==> src/gp_pkg.sv <==
// constants used by the port block, including the width it gives its pin synchroniser
package gp_pkg;

    // ----------------------------------------
    // widths
    // ----------------------------------------
    localparam int PORT_W = 8;
    localparam int ADDR_W = 8;
    localparam int DATA_W = 8;
    localparam int IT_W = 12;
    localparam int SYNC_W = 24;

    // ----------------------------------------
    // register offsets
    // ----------------------------------------
    localparam logic [7:0] OFF_PA_DATA = 8'h00;
    localparam logic [7:0] OFF_PA_DIR = 8'h01;
    localparam logic [7:0] OFF_PB_DATA = 8'h02;
    localparam logic [7:0] OFF_PB_DIR = 8'h03;
    localparam logic [7:0] OFF_PC_DATA = 8'h04;
    localparam logic [7:0] OFF_PC_DIR = 8'h05;
    localparam logic [7:0] OFF_INT_FIRST = 8'h08;
    localparam logic [7:0] OFF_INT_SECOND = 8'h09;
    localparam logic [7:0] OFF_INT_SENSE = 8'h0A;
    localparam logic [7:0] OFF_MISC = 8'h0B;

    // ----------------------------------------
    // reset values and field layout
    // ----------------------------------------
    localparam logic [7:0] RST_VAL = 8'h00;
    localparam logic [7:0] SECOND_MASK = 8'h0F;
    localparam logic [7:0] SENSE_MASK = 8'h3F;
    localparam logic [7:0] MISC_MASK = 8'h03;
    localparam int MISC_MCO_BIT = 0;
    localparam int MISC_USB_TX_ENABLE_OUT_BIT = 1;
    localparam int SENSE_A_LSB = 0;
    localparam int SENSE_B_LSB = 2;
    localparam int SENSE_C_LSB = 4;
    localparam logic [7:0] PC_OPEN_DRAIN = 8'h03;
    localparam logic [7:0] PC_PULL_UP = 8'hFC;

    // ----------------------------------------
    // interrupt sensitivity codes
    // ----------------------------------------
    localparam logic [1:0] SENSE_LOW_FALL = 2'h0;
    localparam logic [1:0] SENSE_RISE = 2'h1;
    localparam logic [1:0] SENSE_FALL = 2'h2;
    localparam logic [1:0] SENSE_BOTH = 2'h3;

endpackage : gp_pkg

==> src/gp_sync_if.sv <==
// synchronised pin levels and edges passed from the synchroniser to the port logic
`timescale 1ns/1ps
interface gp_sync_if #(
    parameter int W = 8
);
    logic [W-1:0] level;
    logic [W-1:0] rise;
    logic [W-1:0] fall;
    modport src (output level, output rise, output fall);
    modport dst (input level, input rise, input fall);
endinterface : gp_sync_if

==> src/gp_pin_sync.sv <==
// three-stage pin synchroniser with agreement filter and edge detect
`timescale 1ns/1ps
module gp_pin_sync #(
    parameter int W = 8
) (
    input wire logic clk,
    input wire logic reset_n,
    input wire logic [W-1:0] pin_in,
    gp_sync_if.src sync_if
);

    // ----------------------------------------
    // sampling chain
    // ----------------------------------------
    logic [W-1:0] s1_reg;
    logic [W-1:0] s2_reg;
    logic [W-1:0] s3_reg;
    logic [W-1:0] filt_reg;
    logic [W-1:0] filt_next;
    logic [W-1:0] prev_reg;
    wire [W-1:0] differ = s2_reg ^ s3_reg;

    // a change counts only once stages two and three agree
    assign filt_next = (~differ & s3_reg) | (differ & filt_reg);

    always_ff @(posedge clk or negedge reset_n) begin
        if (!reset_n) begin
            s1_reg <= '0;
            s2_reg <= '0;
            s3_reg <= '0;
            filt_reg <= '0;
            prev_reg <= '0;
        end else begin
            s1_reg <= pin_in;
            s2_reg <= s1_reg;
            s3_reg <= s2_reg;
            filt_reg <= filt_next;
            prev_reg <= filt_reg;
        end
    end

    // ----------------------------------------
    // edges against the registered previous sample
    // ----------------------------------------
    assign sync_if.level = filt_reg;
    assign sync_if.rise = filt_reg & ~prev_reg; // RL23
    assign sync_if.fall = ~filt_reg & prev_reg; // RL23

endmodule : gp_pin_sync

==> src/gp_port_top.sv <==
// three 8-bit general-purpose ports with external interrupts and alternate functions
// Notes on behaviour
// RL1: cleared direction bit makes that pin input
// RL2: input pin data read returns pin level
// RL3: set direction bit makes that pin output
// RL4: output drives latch; read returns the latch
// RL5: output-mode pins never raise external interrupts
// RL6: software loads latch before switching to output
// RL7: each enabled input pin requests with own sensitivity; here the four pins of each group share one 2-bit sensitivity code
// RL8: grouped requests are ANDed low then inverted
// RL9: active alternate function overrides data and direction
// RL10: peripheral output forces drive, push-pull or open-drain
// RL11: peripheral input pins stay readable through data
// RL12: bidirectional peripheral pins keep direction bit zero
// RL13: no alternate function with interrupt enabled together
// RL14: analog input pins stay configured as input
// RL15: port A floating, USB enable, interrupts 1-4
// RL16: channel code N selects analog pin A N
// RL17: port B clock out, serial, timer clock
// RL18: B4/B5 timer captures and interrupts 5-6
// RL19: B6/B7 PWM outputs and interrupts 7-8
// RL20: port C open drain, pull-ups, SPI, interrupts 9-12
// RL21: sensitivity code picks low-level, rise, fall, both
// RL22: data writes update latch even in input mode
// RL23: interrupt inputs synchronised; edges from previous sample
//
// The implementer's own choices: the placing of the registers and strobed register access.
`timescale 1ns/1ps
module gp_port_top (
    input wire logic clk,
    input wire logic reset_n,
    input wire logic [7:0] addr,
    input wire logic [7:0] wr_data,
    input wire logic wr_stb,
    input wire logic rd_stb,
    output logic [7:0] rd_data,
    input wire logic [7:0] port_a_pin_in,
    output logic [7:0] port_a_pin_out,
    output logic [7:0] port_a_pin_oe_n,
    input wire logic [7:0] port_b_pin_in,
    output logic [7:0] port_b_pin_out,
    output logic [7:0] port_b_pin_oe_n,
    input wire logic [7:0] port_c_pin_in,
    output logic [7:0] port_c_pin_out,
    output logic [7:0] port_c_pin_oe_n,
    output logic [7:0] port_c_pull_up,
    input wire logic usb_tx_enable_out,
    input wire logic serial_enable,
    input wire logic serial_tx_data,
    input wire logic tx_enable,
    input wire logic ext_clock_select,
    input wire logic timer_enable,
    input wire logic [1:0] pwm_out,
    input wire logic [1:0] pwm_out_enable,
    input wire logic spi_enable,
    input wire logic [3:0] spi_out,
    input wire logic [3:0] spi_drive,
    input wire logic [2:0] adc_channel,
    output logic [2:0] ext_irq,
    output logic serial_rx_in,
    output logic reload_timer_ext_clk,
    output logic [1:0] timer_capture_in,
    output logic [3:0] spi_in,
    output logic [7:0] analog_sel
);

    // ----------------------------------------
    // helpers
    // ----------------------------------------
    function automatic logic [7:0] port_read(input logic [7:0] dir, input logic [7:0] latch,
                                             input logic [7:0] lvl);
        port_read = (dir & latch) | (~dir & lvl); // RL2 RL4 RL11
    endfunction : port_read

    function automatic logic [7:0] merge_val(input logic [7:0] alt_drv, input logic [7:0] alt_val,
                                             input logic [7:0] latch);
        merge_val = (alt_drv & alt_val) | (~alt_drv & latch); // RL9
    endfunction : merge_val

    function automatic logic [3:0] sense_event(input logic [1:0] code, input logic [3:0] lvl,
                                               input logic [3:0] rise, input logic [3:0] fall);
        if (code == gp_pkg::SENSE_LOW_FALL) begin // RL21
            sense_event = ~lvl | fall;
        end else if (code == gp_pkg::SENSE_RISE) begin
            sense_event = rise;
        end else if (code == gp_pkg::SENSE_FALL) begin
            sense_event = fall;
        end else begin
            sense_event = rise | fall;
        end
    endfunction : sense_event

    // ----------------------------------------
    // software registers
    // ----------------------------------------
    logic [7:0] data_a_reg;
    logic [7:0] dir_a_reg;
    logic [7:0] data_b_reg;
    logic [7:0] dir_b_reg;
    logic [7:0] data_c_reg;
    logic [7:0] dir_c_reg;
    logic [7:0] ext_int_ctrl_first_reg;
    logic [7:0] ext_int_ctrl_second_reg;
    logic [7:0] int_sense_reg;
    logic [7:0] misc_ctrl_reg;
    logic main_clock_out_reg;

    wire wr_pa_data = wr_stb && (addr == gp_pkg::OFF_PA_DATA);
    wire wr_pa_dir = wr_stb && (addr == gp_pkg::OFF_PA_DIR);
    wire wr_pb_data = wr_stb && (addr == gp_pkg::OFF_PB_DATA);
    wire wr_pb_dir = wr_stb && (addr == gp_pkg::OFF_PB_DIR);
    wire wr_pc_data = wr_stb && (addr == gp_pkg::OFF_PC_DATA);
    wire wr_pc_dir = wr_stb && (addr == gp_pkg::OFF_PC_DIR);
    wire wr_first = wr_stb && (addr == gp_pkg::OFF_INT_FIRST);
    wire wr_second = wr_stb && (addr == gp_pkg::OFF_INT_SECOND);
    wire wr_sense = wr_stb && (addr == gp_pkg::OFF_INT_SENSE);
    wire wr_misc = wr_stb && (addr == gp_pkg::OFF_MISC);

    // latch takes every write whatever the direction, so output starts at the stored level
    always_ff @(posedge clk or negedge reset_n) begin
        if (!reset_n) begin
            data_a_reg <= gp_pkg::RST_VAL;
            data_b_reg <= gp_pkg::RST_VAL;
            data_c_reg <= gp_pkg::RST_VAL;
        end else begin
            if (wr_pa_data) data_a_reg <= wr_data; // RL22
            if (wr_pb_data) data_b_reg <= wr_data; // RL22
            if (wr_pc_data) data_c_reg <= wr_data; // RL22
        end
    end

    always_ff @(posedge clk or negedge reset_n) begin
        if (!reset_n) begin
            dir_a_reg <= gp_pkg::RST_VAL;
            dir_b_reg <= gp_pkg::RST_VAL;
            dir_c_reg <= gp_pkg::RST_VAL;
        end else begin
            if (wr_pa_dir) dir_a_reg <= wr_data; // RL1 RL3
            if (wr_pb_dir) dir_b_reg <= wr_data;
            if (wr_pc_dir) dir_c_reg <= wr_data;
        end
    end

    always_ff @(posedge clk or negedge reset_n) begin
        if (!reset_n) begin
            ext_int_ctrl_first_reg <= gp_pkg::RST_VAL;
            ext_int_ctrl_second_reg <= gp_pkg::RST_VAL;
            int_sense_reg <= gp_pkg::RST_VAL;
            misc_ctrl_reg <= gp_pkg::RST_VAL;
        end else begin
            if (wr_first) ext_int_ctrl_first_reg <= wr_data;
            if (wr_second) ext_int_ctrl_second_reg <= wr_data & gp_pkg::SECOND_MASK;
            if (wr_sense) int_sense_reg <= wr_data & gp_pkg::SENSE_MASK;
            if (wr_misc) misc_ctrl_reg <= wr_data & gp_pkg::MISC_MASK;
        end
    end

    // ----------------------------------------
    // pin synchronisation
    // ----------------------------------------
    gp_sync_if #(.W(gp_pkg::SYNC_W)) sync_bus ();

    gp_pin_sync #(.W(gp_pkg::SYNC_W)) u_sync (
        .clk(clk),
        .reset_n(reset_n),
        .pin_in({port_c_pin_in, port_b_pin_in, port_a_pin_in}),
        .sync_if(sync_bus.src)
    );

    wire [7:0] lvl_a = sync_bus.level[7:0];
    wire [7:0] lvl_b = sync_bus.level[15:8];
    wire [7:0] lvl_c = sync_bus.level[23:16];

    // ----------------------------------------
    // alternate functions and pin drive
    // ----------------------------------------
    // clock out is a divided toggle: every output must leave a flip-flop
    wire mco_on = misc_ctrl_reg[gp_pkg::MISC_MCO_BIT];
    wire usb_tx_enable_out_on = misc_ctrl_reg[gp_pkg::MISC_USB_TX_ENABLE_OUT_BIT];
    wire [3:0] spi_drv = spi_enable ? spi_drive : 4'h0;

    wire [7:0] alt_drv_a = {7'h00, usb_tx_enable_out_on}; // RL15
    wire [7:0] alt_val_a = {7'h00, usb_tx_enable_out}; // RL15
    wire [7:0] alt_drv_b = {pwm_out_enable, 3'h0, tx_enable, 1'h0, mco_on}; // RL17 RL19
    wire [7:0] alt_val_b = {pwm_out, 3'h0, serial_tx_data, 1'h0, main_clock_out_reg}; // RL17 RL19
    wire [7:0] alt_drv_c = {1'h0, spi_drv, 3'h0}; // RL20
    wire [7:0] alt_val_c = {1'h0, spi_out, 3'h0}; // RL20

    wire [7:0] drive_a = alt_drv_a | dir_a_reg; // RL10
    wire [7:0] drive_b = alt_drv_b | dir_b_reg; // RL10
    wire [7:0] drive_c = alt_drv_c | dir_c_reg; // RL10
    wire [7:0] val_a = merge_val(alt_drv_a, alt_val_a, data_a_reg); // RL4
    wire [7:0] val_b = merge_val(alt_drv_b, alt_val_b, data_b_reg);
    wire [7:0] val_c = merge_val(alt_drv_c, alt_val_c, data_c_reg);

    // open-drain bits only pull low, a one releases the pin
    wire [7:0] oe_n_c_next = ~(drive_c & ~(gp_pkg::PC_OPEN_DRAIN & val_c)); // RL20
    wire [7:0] out_c_next = val_c & ~gp_pkg::PC_OPEN_DRAIN;

    always_ff @(posedge clk or negedge reset_n) begin
        if (!reset_n) begin
            port_a_pin_out <= 8'h00;
            port_a_pin_oe_n <= 8'hFF;
            port_b_pin_out <= 8'h00;
            port_b_pin_oe_n <= 8'hFF;
            port_c_pin_out <= 8'h00;
            port_c_pin_oe_n <= 8'hFF;
            port_c_pull_up <= gp_pkg::PC_PULL_UP;
            main_clock_out_reg <= 1'h0;
        end else begin
            port_a_pin_out <= val_a; // RL4
            port_a_pin_oe_n <= ~drive_a; // RL1 RL3
            port_b_pin_out <= val_b;
            port_b_pin_oe_n <= ~drive_b;
            port_c_pin_out <= out_c_next;
            port_c_pin_oe_n <= oe_n_c_next;
            port_c_pull_up <= gp_pkg::PC_PULL_UP & ~drive_c; // RL20
            main_clock_out_reg <= mco_on ? ~main_clock_out_reg : 1'h0; // RL17
        end
    end

    // ----------------------------------------
    // peripheral inputs and analog select
    // ----------------------------------------
    wire [7:0] analog_sel_next = 8'h01 << adc_channel; // RL16

    always_ff @(posedge clk or negedge reset_n) begin
        if (!reset_n) begin
            serial_rx_in <= 1'h1;
            reload_timer_ext_clk <= 1'h0;
            timer_capture_in <= 2'h0;
            spi_in <= 4'h0;
            analog_sel <= 8'h01;
        end else begin
            serial_rx_in <= serial_enable ? lvl_b[1] : 1'h1; // RL17
            reload_timer_ext_clk <= ext_clock_select & lvl_b[3]; // RL17
            timer_capture_in <= timer_enable ? lvl_b[5:4] : 2'h0; // RL18
            spi_in <= spi_enable ? lvl_c[6:3] : 4'h0; // RL20
            analog_sel <= analog_sel_next; // RL16
        end
    end

    // ----------------------------------------
    // external interrupts
    // ----------------------------------------
    wire [11:0] it_lvl = {lvl_c[5:2], lvl_b[7:4], lvl_a[3:0]}; // RL15 RL18 RL19 RL20
    wire [11:0] it_rise = {sync_bus.rise[21:18], sync_bus.rise[15:12], sync_bus.rise[3:0]};
    wire [11:0] it_fall = {sync_bus.fall[21:18], sync_bus.fall[15:12], sync_bus.fall[3:0]};
    wire [11:0] it_en = {ext_int_ctrl_second_reg[3:0], ext_int_ctrl_first_reg};
    wire [11:0] it_out = {drive_c[5:2], drive_b[7:4], drive_a[3:0]};
    wire [11:0] it_event;

    assign it_event[3:0] = sense_event(int_sense_reg[gp_pkg::SENSE_A_LSB +: 2], it_lvl[3:0],
                                       it_rise[3:0], it_fall[3:0]); // RL21
    assign it_event[7:4] = sense_event(int_sense_reg[gp_pkg::SENSE_B_LSB +: 2], it_lvl[7:4],
                                       it_rise[7:4], it_fall[7:4]); // RL21
    assign it_event[11:8] = sense_event(int_sense_reg[gp_pkg::SENSE_C_LSB +: 2], it_lvl[11:8],
                                        it_rise[11:8], it_fall[11:8]); // RL21

    // requests are active low inside; any pin low pulls its whole vector
    wire [11:0] it_req_n = ~(it_event & it_en & ~it_out); // RL5 RL7
    wire [2:0] irq_next = {~&it_req_n[11:8], ~&it_req_n[7:4], ~&it_req_n[3:0]}; // RL8

    always_ff @(posedge clk or negedge reset_n) begin
        if (!reset_n) begin
            ext_irq <= 3'h0;
        end else begin
            ext_irq <= irq_next; // RL7 RL8
        end
    end

    // ----------------------------------------
    // read port
    // ----------------------------------------
    wire [7:0] rd_next =
        (addr == gp_pkg::OFF_PA_DATA) ? port_read(dir_a_reg, data_a_reg, lvl_a) :
        (addr == gp_pkg::OFF_PA_DIR) ? dir_a_reg :
        (addr == gp_pkg::OFF_PB_DATA) ? port_read(dir_b_reg, data_b_reg, lvl_b) :
        (addr == gp_pkg::OFF_PB_DIR) ? dir_b_reg :
        (addr == gp_pkg::OFF_PC_DATA) ? port_read(dir_c_reg, data_c_reg, lvl_c) :
        (addr == gp_pkg::OFF_PC_DIR) ? dir_c_reg :
        (addr == gp_pkg::OFF_INT_FIRST) ? ext_int_ctrl_first_reg :
        (addr == gp_pkg::OFF_INT_SECOND) ? ext_int_ctrl_second_reg :
        (addr == gp_pkg::OFF_INT_SENSE) ? int_sense_reg :
        (addr == gp_pkg::OFF_MISC) ? misc_ctrl_reg : 8'h00;

    // data stand one cycle only, zero between reads
    always_ff @(posedge clk or negedge reset_n) begin
        if (!reset_n) begin
            rd_data <= 8'h00;
        end else begin
            rd_data <= rd_stb ? rd_next : 8'h00;
        end
    end
endmodule : gp_port_top

==> config.mk <==
export PLATFORM = sky130hd
export DESIGN_NAME = gp_port_top
export DESIGN_NICKNAME = d
export VERILOG_FILES = /design/src/gp_pkg.sv /design/src/gp_sync_if.sv /design/src/gp_pin_sync.sv /design/src/gp_port_top.sv
export SDC_FILE = /design/constraint.sdc
export NUM_CORES = 1
export LEC_CHECK = 0
export ABC_AREA = 0
export BUFFER_PORTS_ARGS = -buffer_cell sky130_fd_sc_hd__buf_2
export CAP_MARGIN = 20
export CELL_PAD_IN_SITES_DETAIL_PLACEMENT = 1
export CELL_PAD_IN_SITES_GLOBAL_PLACEMENT = 1
export CORE_UTILIZATION = 49
export CTS_BUF_LIST = sky130_fd_sc_hd__clkbuf_16
export CTS_CLUSTER_DIAMETER = 50
export DETAILED_ROUTE_END_ITERATION = 6
export PLACE_DENSITY = 0.91
export SLEW_MARGIN = 10
export SYNTH_ARGS = -nofsm -noshare
export SYNTH_HDL_FRONTEND = slang
export SYNTH_SLANG_ARGS = --single-unit
==> constraint.sdc <==
create_clock -name clk -period 4.2 [get_ports clk]
set_clock_uncertainty 0.2 [all_clocks]
set_input_delay 0 -clock clk [delete_from_list [all_inputs] [get_ports clk]]
set_output_delay 0 -clock clk [all_outputs]
set_load 0.01 [all_outputs]
==> flow_summary.toml, run 1 <==
[outcome]
status = "finished with violations"
violations = "negative hold slack"

[clock_network]
cts_tree = "built"
cts_buffers = 26
ctsHoldBuffers = 107
cts-resized-gates = 0
clockBufferDepth = 3
clkLatencyLatePin_ns = 0.54
cts_setup_buffers = 0
clockRootBuffer = "clkbuf_16"
cts.sinks = 250
htreeDepth = 1
clk_pin_slew_ns = 0.06

[finish]
fin_nets = 1055
final_layout_size_suffix_gt1_share_pct = 30.7
final_util_pct = 65.5
postLayoutCellArea_um2 = 12400
fillers = 1847
layout.cells.non_filler = 1245
synthToLayoutAreaGrowth_pct = 29.3

[placed_design]
dp.final_hpwl_mm = 17.3
place_congestion = 0.901
pre_cts_ws_ns = 1.60
io_buffers = 144
place.detailed.instances = 1090
placed_area_um2 = 10500

[die]
die_area_um2 = 20200
chipHeight_um = 142
initial_core_util_pct = 50.7
coreArea_um2 = 19000
rows = 50
pin_count = 149
chipWidth_um = 142

[sta]
tightest_slew_ns = 1.01
setup_violations = 0
hold_viol = 36
timing.fmax_ghz = 0.281
slew_viol_final = 0
fin_crit_ns = 3.55
rsz0062_at_grt = "no"
timing.final.crit_share_pct = 84.6
tns_ns = 0
relSlewSlack_pct = 32.3
fin_ws_ns = 0.648
fin_hold_ws_ns = -0.0577

[worst_setup_path]
start_kind = "input port"
critical_path.max_stage_delay_ns = 0.65
crit_slowest_cell = "dlygate4sd3_1"
end_kind = "register"
cp_max_fo = 8
crit_chain = "dlygate4sd3_1 -> buf_2 -> or4_4 -> dlygate4sd3_1 -> nor2_1 -> o311ai_0 -> a21oi_1 -> o221a_2 -> dlygate4sd3_1"
cp.required_ns = 4.46
crit_type = "in -> reg"
cpMostUsedCell = "dlygate4sd3_1"
r2r_slack_ns = 1.00
crit_arrival_ns = 3.81

[route]
drt-initial-drc-count = 503
antenna_left = 0
firstDrtPassIters = 7
num_vias = 7245
routedWlPerCell_um = 25.4
drc = 0
wirelength_mm = 31.7
via_per_inst = 5.82

[flow_run]
drv_cap = 0

[synth]
yosys_warnings = 0
syn_inst = 711
ys.flop_type = "dfrtp_1"
seq_area_frac_synth_pct = 65.5
synth_async_sr_flop_share_pct = 100
synth_area_um2 = 9610
syn-mean-instance-area_um2 = 13.5
synth_seq_cells = 250
ys_types = 51
synth_edf_count = 0

[grt]
grt_pass1_vias = 8150
grt_start_max_net_pins = 128
antenna_found_initial = 1
gr-usage-all-layers_pct = 32.6
overflow = 0
grt_pass1_wl_mm = 48.5

[min_path]
hold_class = "in -> async"

[power_and_ir_drop]
power_mw = 5.45
leakagePower_nw = 5.90
ir_drop_mv = 0.399
powerDensity_nw_per_um2 = 439
-- Yosys cell counts (7+ instances only) --
library cell	n	area share, %
mux2i_1	12	1.3
nor2_1	24	0.94
dfstp_2	26	7.1
nand2_1	38	1.5
dfrtp_1	224	58
o221ai_1	7	0.64
nand3_1	11	0.57
nand2b_1	11	0.72
nor3_1	11	0.57
nor2b_1	8	0.52
ha_1	24	3.1
mux2_2	80	9.4
and2_1	7	0.46
maj3_1	24	2.5
a21oi_1	29	1.5
o21ai_0	26	1.4
buf_4	10	0.78
clkbuf_1	13	0.51
inv_1	44	1.7
-- worst max-delay path: cells and delay by family --
kind | cells | cell delay (ns)
AOI/OAI and AO/OA | 3 | 0.81
buffers and inverters | 4 | 1.87
and+or+nand+nor | 2 | 1.11
-- cells in the final DEF, fill, tap and decap left out, drive strengths merged, types with 6 or more instances in the layout --
master,synthesis,layout
nand4,6,6
mux2,80,80
nor2,25,25
buf,18,150
o221ai,7,7
nand2,38,38
and2,7,7
clkinv,1,14
dfstp,26,26
dlygate4sd3,0,107
nor3b,6,6
nand2b,11,11
a21oi,29,29
ha,24,24
nor2b,8,8
nor3,11,11
maj3,24,24
mux2i,12,12
inv,44,50
nand3,11,11
o211ai,6,6
clkbuf,16,27
dfrtp,224,224
o21ai,26,26
-- metal layers --
metal / global-route usage [%] / wire length (um)
met1: 37.9 / 11600
met2: 57.0 / 16200
met3: 6.19 / 1950
met4: 17.8 / 1850
met5: 0 / 0
-- final cells by class --
type / count / area [um2] / share of cell area, %
diodes: 1 / 2.50 / 0.0201
clock buffers: 27 / 676 / 5.44
clock inverters: 20 / 128 / 1.03
inverters: 45 / 169 / 1.36
multi-input cells: 385 / 2990 / 24.0
flip-flops and latches: 250 / 6290 / 50.6
well taps: 260 / 325 / 2.62
repair buffers: 257 / 1850 / 14.9
-- kinds of logic after synthesis --
logic type	count (synthesis)	share of synthesized area, %
AO/OA/AOI/OAI	100	6.70
adder cells (fa/ha/maj)	48	5.63
buffers and inverters	79	3.56
flip-flops	250	65.5
multiplexers	94	11.1
other	1	0.0390
AND/OR/NAND/NOR	139	7.52
-- power by group --
group / leakage, nW / switching (mW) / internal, mW
clock network: 0.418 / 1.00 / 1.23
registers: 3.10 / 0.127 / 2.56
logic: 2.38 / 0.297 / 0.241
-- final timing paths --
| path | end | from | cells after the start |
|---|---|---|---|
| worst min register to register | u_sync.s2_reg[1] | u_sync.s1_reg[1] | 0 |
| worst min-delay path | port_b_pin_out[2] | reset_n | 2 |
| min in group clk | port_b_pin_oe_n[7] | pwm_out_enable[1] | 3 |
| max in group asynchronous | port_b_pin_oe_n[7] | reset_n | 3 |
| worst max-delay path | rd_data[2] | addr[4] | 9 |
| worst max register to register | rd_data[3] | int_sense_reg[3] | 7 |
Power figures use the tool's default switching activity.
==> inputs of run 2 (changes only) <==
--- a/config.mk
+++ b/config.mk
@@ -10,11 +10,11 @@
 export CAP_MARGIN = 20
 export CELL_PAD_IN_SITES_DETAIL_PLACEMENT = 1
 export CELL_PAD_IN_SITES_GLOBAL_PLACEMENT = 1
-export CORE_UTILIZATION = 49
+export CORE_UTILIZATION = 46
 export CTS_BUF_LIST = sky130_fd_sc_hd__clkbuf_16
 export CTS_CLUSTER_DIAMETER = 50
 export DETAILED_ROUTE_END_ITERATION = 6
-export PLACE_DENSITY = 0.91
+export PLACE_DENSITY = 0.86
 export SLEW_MARGIN = 10
 export SYNTH_ARGS = -nofsm -noshare
 export SYNTH_HDL_FRONTEND = slang
==> constraint.sdc (replaced) <==
create_clock -name clk -period 3.4 [get_ports clk]
set_clock_uncertainty 0.2 [all_clocks]
set_input_delay 0 -clock clk [delete_from_list [all_inputs] [get_ports clk]]
set_output_delay 0 -clock clk [all_outputs]
set_load 0.01 [all_outputs]
==> run 2 against run 1 <==
The flow now finishes without violations; cell count up 1.5%; register-to-register slack worse by 0.15 ns; global-route usage down 6.4 points.
==> flow_summary.toml, run 2 (synthesis results as in run 1) <==
[power_and_ir_drop]
power_switching_mw = 1.69
seqPwrFrac_pct = 48.9
ir_drop_mv = 0.413
p_sw_share_pct = 24.9
cellInternalPower_mw = 5.08
leakagePower_nw = 5.95
powerDensity_nw_per_um2 = 539
power_mw = 6.76
clockPowerShare_pct = 41.6
combPwrFrac_pct = 9.5

[min_path]
hold_class = "in -> reg"

[placed_design]
place_congestion = 0.859
io_buffers = 144
placed_area_um2 = 10600
dp.final_hpwl_mm = 16.7

[outcome]
status = "complete, no violations"

[sta]
slew_viol_final = 0
tns_ns = 0
fin_crit_ns = 3.22
timing.fmax_ghz = 0.311
setup_violations = 0
hold_viol = 0
tightest_slew_ns = 0.834
rsz0062_at_grt = "no"
relSlewSlack_pct = 44.4
timing.final.crit_share_pct = 94.6

[worst_setup_path]
crit_arrival_ns = 3.48
start_kind = "input port"
critPathBufInv = 4
crit_chain = "dlygate4sd3_1 -> buf_2 -> or4_4 -> or3_1 -> nor2_2 -> nand2_1 -> dlygate4sd3_1 -> o21ai_0 -> dlygate4sd3_1"
cp_max_fo = 10
path_depth = 9
crit_family = "buffers and inverters"
cp.required_ns = 3.66
reg2reg_depth = 6
crit_start = "addr[4]"
crit_end = "dir_c_reg[7]"
r2r_end = "rd_data[2]"
crit_slowest_cell = "dlygate4sd3_1"
r2r-start = "int_sense_reg[2]"
r2r_slack_ns = 0.85
critical_path.max_stage_delay_ns = 0.59
end_kind = "register"
crit_type = "in -> reg"
cpMostUsedCell = "dlygate4sd3_1"

[die]
chipWidth_um = 147
die_area_um2 = 21500
rows = 52
pin_count = 149
chipHeight_um = 147
coreArea_um2 = 20400
initial_core_util_pct = 47.2

[finish]
fin_nets = 1061
final_layout_size_suffix_gt1_share_pct = 30.7
final_common_cell = "dfrtp_1"
layout_common_cells = "224 x dfrtp_1, 143 x buf_2, 109 x dlygate4sd3_1"
fillers = 2049
synthToLayoutAreaGrowth_pct = 30.7
multi_input_area_um2 = 2990
ff_latch_area_um2 = 6290
postLayoutCellArea_um2 = 12600

[clock_network]
clockBufferDepth = 3
htreeDepth = 1
clkLatencyLatePin_ns = 0.53
clockRootBuffer = "clkbuf_16"
cts.sinks = 250
cts_tree = "built"
cts_buffers = 28
cts_setup_buffers = 0
clk_pin_slew_ns = 0.06

[route]
antenna_left = 0
via_per_inst = 5.48
drt-initial-drc-count = 480
drc = 0
routedWlPerCell_um = 21.8
firstDrtPassIters = 5
num_vias = 6923
wirelength_mm = 27.5

[grt]
grt_start_max_net_pins = 110
overflow = 0
antenna_found_initial = 1
grt_pass1_vias = 7718
gr-usage-all-layers_pct = 26.2
grt_pass1_wl_mm = 43.3

[flow_run]
drv_cap = 0
[run 2: cell count changes in the layout (fill, tap and decap cells not counted)]
| cell | change |
|---|---|
| clkinv_2 | -3 |
| inv_1 | +3 |
| buf_12 | +2 |
| clkbuf_16 | +2 |
| clkinv_1 | +2 |
| dlygate4sd3_1 | +2 |
| clkinvlp_4 | +1 |
| inv_6 | +1 |
| inv_8 | -1 |
| nor2_1 | -1 |
| nor2_2 | +1 |
[run 2: worst register-to-register path: stages, from the launching register on]
cell and delay, ns:
dfrtp_1 0.65, nor2b_1 0.12, o22ai_1 0.17, a21oi_1 0.10, a2111oi_0 0.44, o221a_2 0.26
dlygate4sd3_1 0.54
[run 2: per-layer routing]
layer,GRT usage (%),vias to the layer above,wire (um)
met4,10.5,0,1030
met5,0,-,0
li1,-,2983,-
met2,45.4,303,14000
met3,4.75,87,1680
met1,32.3,3550,10800
[run 2: repair_timing]
| item | CTS | global route |
|---|---|---|
| setup endpoints to repair | 0 | 2 |
| hold endpoints to repair | 365 | 2 |
| hold buffers | 109 | 1 |
| resized for setup | 0 | 1 |
[run 2: worst min path at each step]
| stage | start | to | slack (ns) | cells past startpoint |
|---|---|---|---|---|
| global route | addr[7] | rd_data[3] | 0.04 | 5 |
| detailed placement | port_b_pin_in[0] | u_sync.s1_reg[8] | -0.09 | 1 |
| floorplan | reset_n | async pin | -0.50 | 0 |
| global placement | reset_n | timer_capture_in[1] | -0.09 | 1 |
| finish | timer_enable | timer_capture_in[0] | 0.04 | 3 |
| CTS | ext_clock_select | reload_timer_ext_clk | 0.02 | 3 |
[run 2: cell type report]
class	instances	area share, %
repair buffers	261	15.2
flip-flops and latches	250	50.1
well taps	270	2.69
inverters	45	1.35
clock inverters	23	1.09
diodes	1	0.0199
clock buffers	29	5.78
multi-input cells	385	23.8
[run 2: per-stage QoR]
stage | cells | setup WS, ns | utilization, % | hold WS, ns
final | 1264 | 0.183 | 61.7 | 0.0401
after global routing | 1263 | 0.0966 | 61.6 | 0.0352
after CTS | 1263 | 0.137 | 61.6 | 0.0169
after detailed placement | 1102 | 0.952 | 52.0 | -0.0902
after global placement | 1102 | 0.997 | 52.0 | -0.0922
after floorplan | 714 | 1.31 | - | -0.496
[run 2: power by group through the flow]
stage	sequential (mW)	combinational, mW	clock, mW
6_report	3.31	0.642	2.82
5_1_grt	3.32	0.701	2.97
4_1_cts	3.30	0.628	2.84
3_5_place_dp	3.35	0.519	0
3_3_place_gp	3.34	0.492	0
2_1_floorplan	3.32	0.261	0
==> inputs of run 3 (changes only) <==
--- a/config.mk
+++ b/config.mk
@@ -15,6 +15,7 @@
 export CTS_CLUSTER_DIAMETER = 50
 export DETAILED_ROUTE_END_ITERATION = 6
 export PLACE_DENSITY = 0.86
+export REMOVE_ABC_BUFFERS = 1
 export SLEW_MARGIN = 10
 export SYNTH_ARGS = -nofsm -noshare
 export SYNTH_HDL_FRONTEND = slang
==> constraint.sdc (replaced) <==
create_clock -name clk -period 3.4 [get_ports clk]
set_clock_uncertainty 0.2 [all_clocks]
set_input_delay 0.51 -clock clk [delete_from_list [all_inputs] [get_ports clk]]
set_output_delay 0.51 -clock clk [all_outputs]
set_load 0.01 [all_outputs]
==> run 3 against run 2 <==
Sequential cell count unchanged; setup slack better by 0.71 ns; clock power down 5%; cell area decreased by 5.9%; via count is 7.0% lower; cell count shrank 5.5%; power is 3.3% lower; critical path type unchanged.
==> flow_summary.toml, run 3 (synthesis results as in run 1) <==
[sta]
slew_viol_final = 0
tns_ns = 0
timing.final.crit_share_pct = 73.9
fin_crit_ns = 2.51
relSlewSlack_pct = 43.7
setup_violations = 0
tightest_slew_ns = 0.824
timing.fmax_ghz = 0.398
rsz0062_at_grt = "no"
fin_ws_ns = 0.888
hold_viol = 0

[clock_network]
cts_setup_buffers = 0
clk_pin_slew_ns = 0.06
cts_buffers = 27
htreeDepth = 1
cts_tree = "built"
cts.sinks = 250
clkLatencyLatePin_ns = 0.53
clockRootBuffer = "clkbuf_16"
clockBufferDepth = 3

[die]
pin_count = 149
rows = 52
coreArea_um2 = 20400
chipHeight_um = 147
chipWidth_um = 147
initial_core_util_pct = 47.2
die_area_um2 = 21500

[finish]
layout_common_cells = "224 x dfrtp_1, 143 x buf_2, 80 x mux2_2"
final_layout_size_suffix_gt1_share_pct = 33.3
ff_latch_area_um2 = 6290
diodes = 0
multi_input_area_um2 = 2990
synthToLayoutAreaGrowth_pct = 22.9
final_common_cell = "dfrtp_1"
fillers = 2042
fin_nets = 993

[grt]
overflow = 0
gr-usage-all-layers_pct = 23.6
grt_pass1_wl_mm = 39.5
grt_start_max_net_pins = 90
antenna_found_initial = 0
grt_pass1_vias = 7130

[route]
routedWlPerCell_um = 20.4
drt-initial-drc-count = 296
num_vias = 6438
firstDrtPassIters = 4
antenna_left = 0
drc = 0
via_per_inst = 5.39
wirelength_mm = 24.4

[flow_run]
drv_cap = 0

[worst_setup_path]
cp_max_fo = 8
start_kind = "input port"
crit_type = "in -> reg"
crit_family = "simple AND/OR/NAND/NOR gates"
crit_chain = "buf_2 -> nor4_1 -> nand2_1 -> nor3_1 -> nand2_1 -> mux2_2"
cpMostUsedCell = "nand2_1"
cp.required_ns = 3.60
reg2reg_depth = 7
end_kind = "register"
crit_slowest_cell = "nor4_1"
path_depth = 6
critical_path.max_stage_delay_ns = 0.56
crit_arrival_ns = 2.72
critPathBufInv = 1

[min_path]
hold_class = "in -> reg"
min_path_cells = 2

[placed_design]
place_congestion = 0.884
io_buffers = 144
pre_cts_ws_ns = 0.462
dp.final_hpwl_mm = 16.4

[power_and_ir_drop]
powerDensity_nw_per_um2 = 554
leakagePower_nw = 5.66
ir_drop_mv = 0.437
power_mw = 6.54

[outcome]
status = "complete, no violations"
run 3: layout make-up:
type                    instances  share of cell area [%]
inverters                      45                    1.43
clock inverters                23                    1.17
clock buffers                  27                    5.72
well taps                     270                    2.86
flip-flops and latches        250                    53.3
multi-input cells             385                    25.3
repair buffers                194                    10.3
run 3: path summary, 6_finish.rpt:
kind	from	endpoint	slack, ns
worst max-delay path	addr[7]	ext_int_ctrl_first_reg[4]	0.89
worst min-delay path	adc_channel[0]	analog_sel[0]	0.02
worst max register to register	register	ext_irq[1]	1.07
worst min register to register	u_sync.s1_reg[6]	u_sync.s2_reg[6]	0.15
max in group asynchronous	reset_n	dir_b_reg[0]	1.69
min in group asynchronous	reset_n	u_sync.s2_reg[20]	0.37
run 3: worst register-to-register path: stages, from the launching register on:
cell and delay (ns):
dfrtp_1 0.48, inv_1 0.09, ha_1 0.30, nand2_1 0.07, o21ai_0 0.10, a2111oi_0 0.79
a31oi_1 0.10, o221ai_1 0.12
run 3: per-stage QoR:
| step | cell area [um2] | utilization (%) | instances | hold WS, ns |
|---|---|---|---|---|
| final | 11800 | 58.0 | 1194 | 0.0223 |
| after global routing | 11800 | 58.0 | 1194 | 0.0192 |
| after CTS | 11800 | 58.0 | 1194 | 0.00675 |
| after detailed placement | 10600 | 52.1 | 1106 | 0.136 |
| after global placement | 10600 | 52.1 | 1106 | 0.131 |
| after floorplan | 9440 | - | 680 | 0.0144 |
run 3: timing repair:
action | CTS | global route
endpoints found under the hold margin | 115 | 0
hold buffers | 38 | 0
gates resized for setup | 0 | 0
run 3: report_power, final:
part | switching, mW | total (mW) | internal, mW | leakage, nW
Clock | 1.16 | 2.68 | 1.52 | 0.438
Combinational | 0.309 | 0.556 | 0.247 | 2.12
Sequential | 0.137 | 3.30 | 3.16 | 3.10
run 3: layer usage:
layer / GRT usage (%) / wire length (um)
met1: 30.8 / 10400
met2: 40.3 / 12200
met3: 3.81 / 1090
met4: 7.81 / 737
met5: 0 / 0
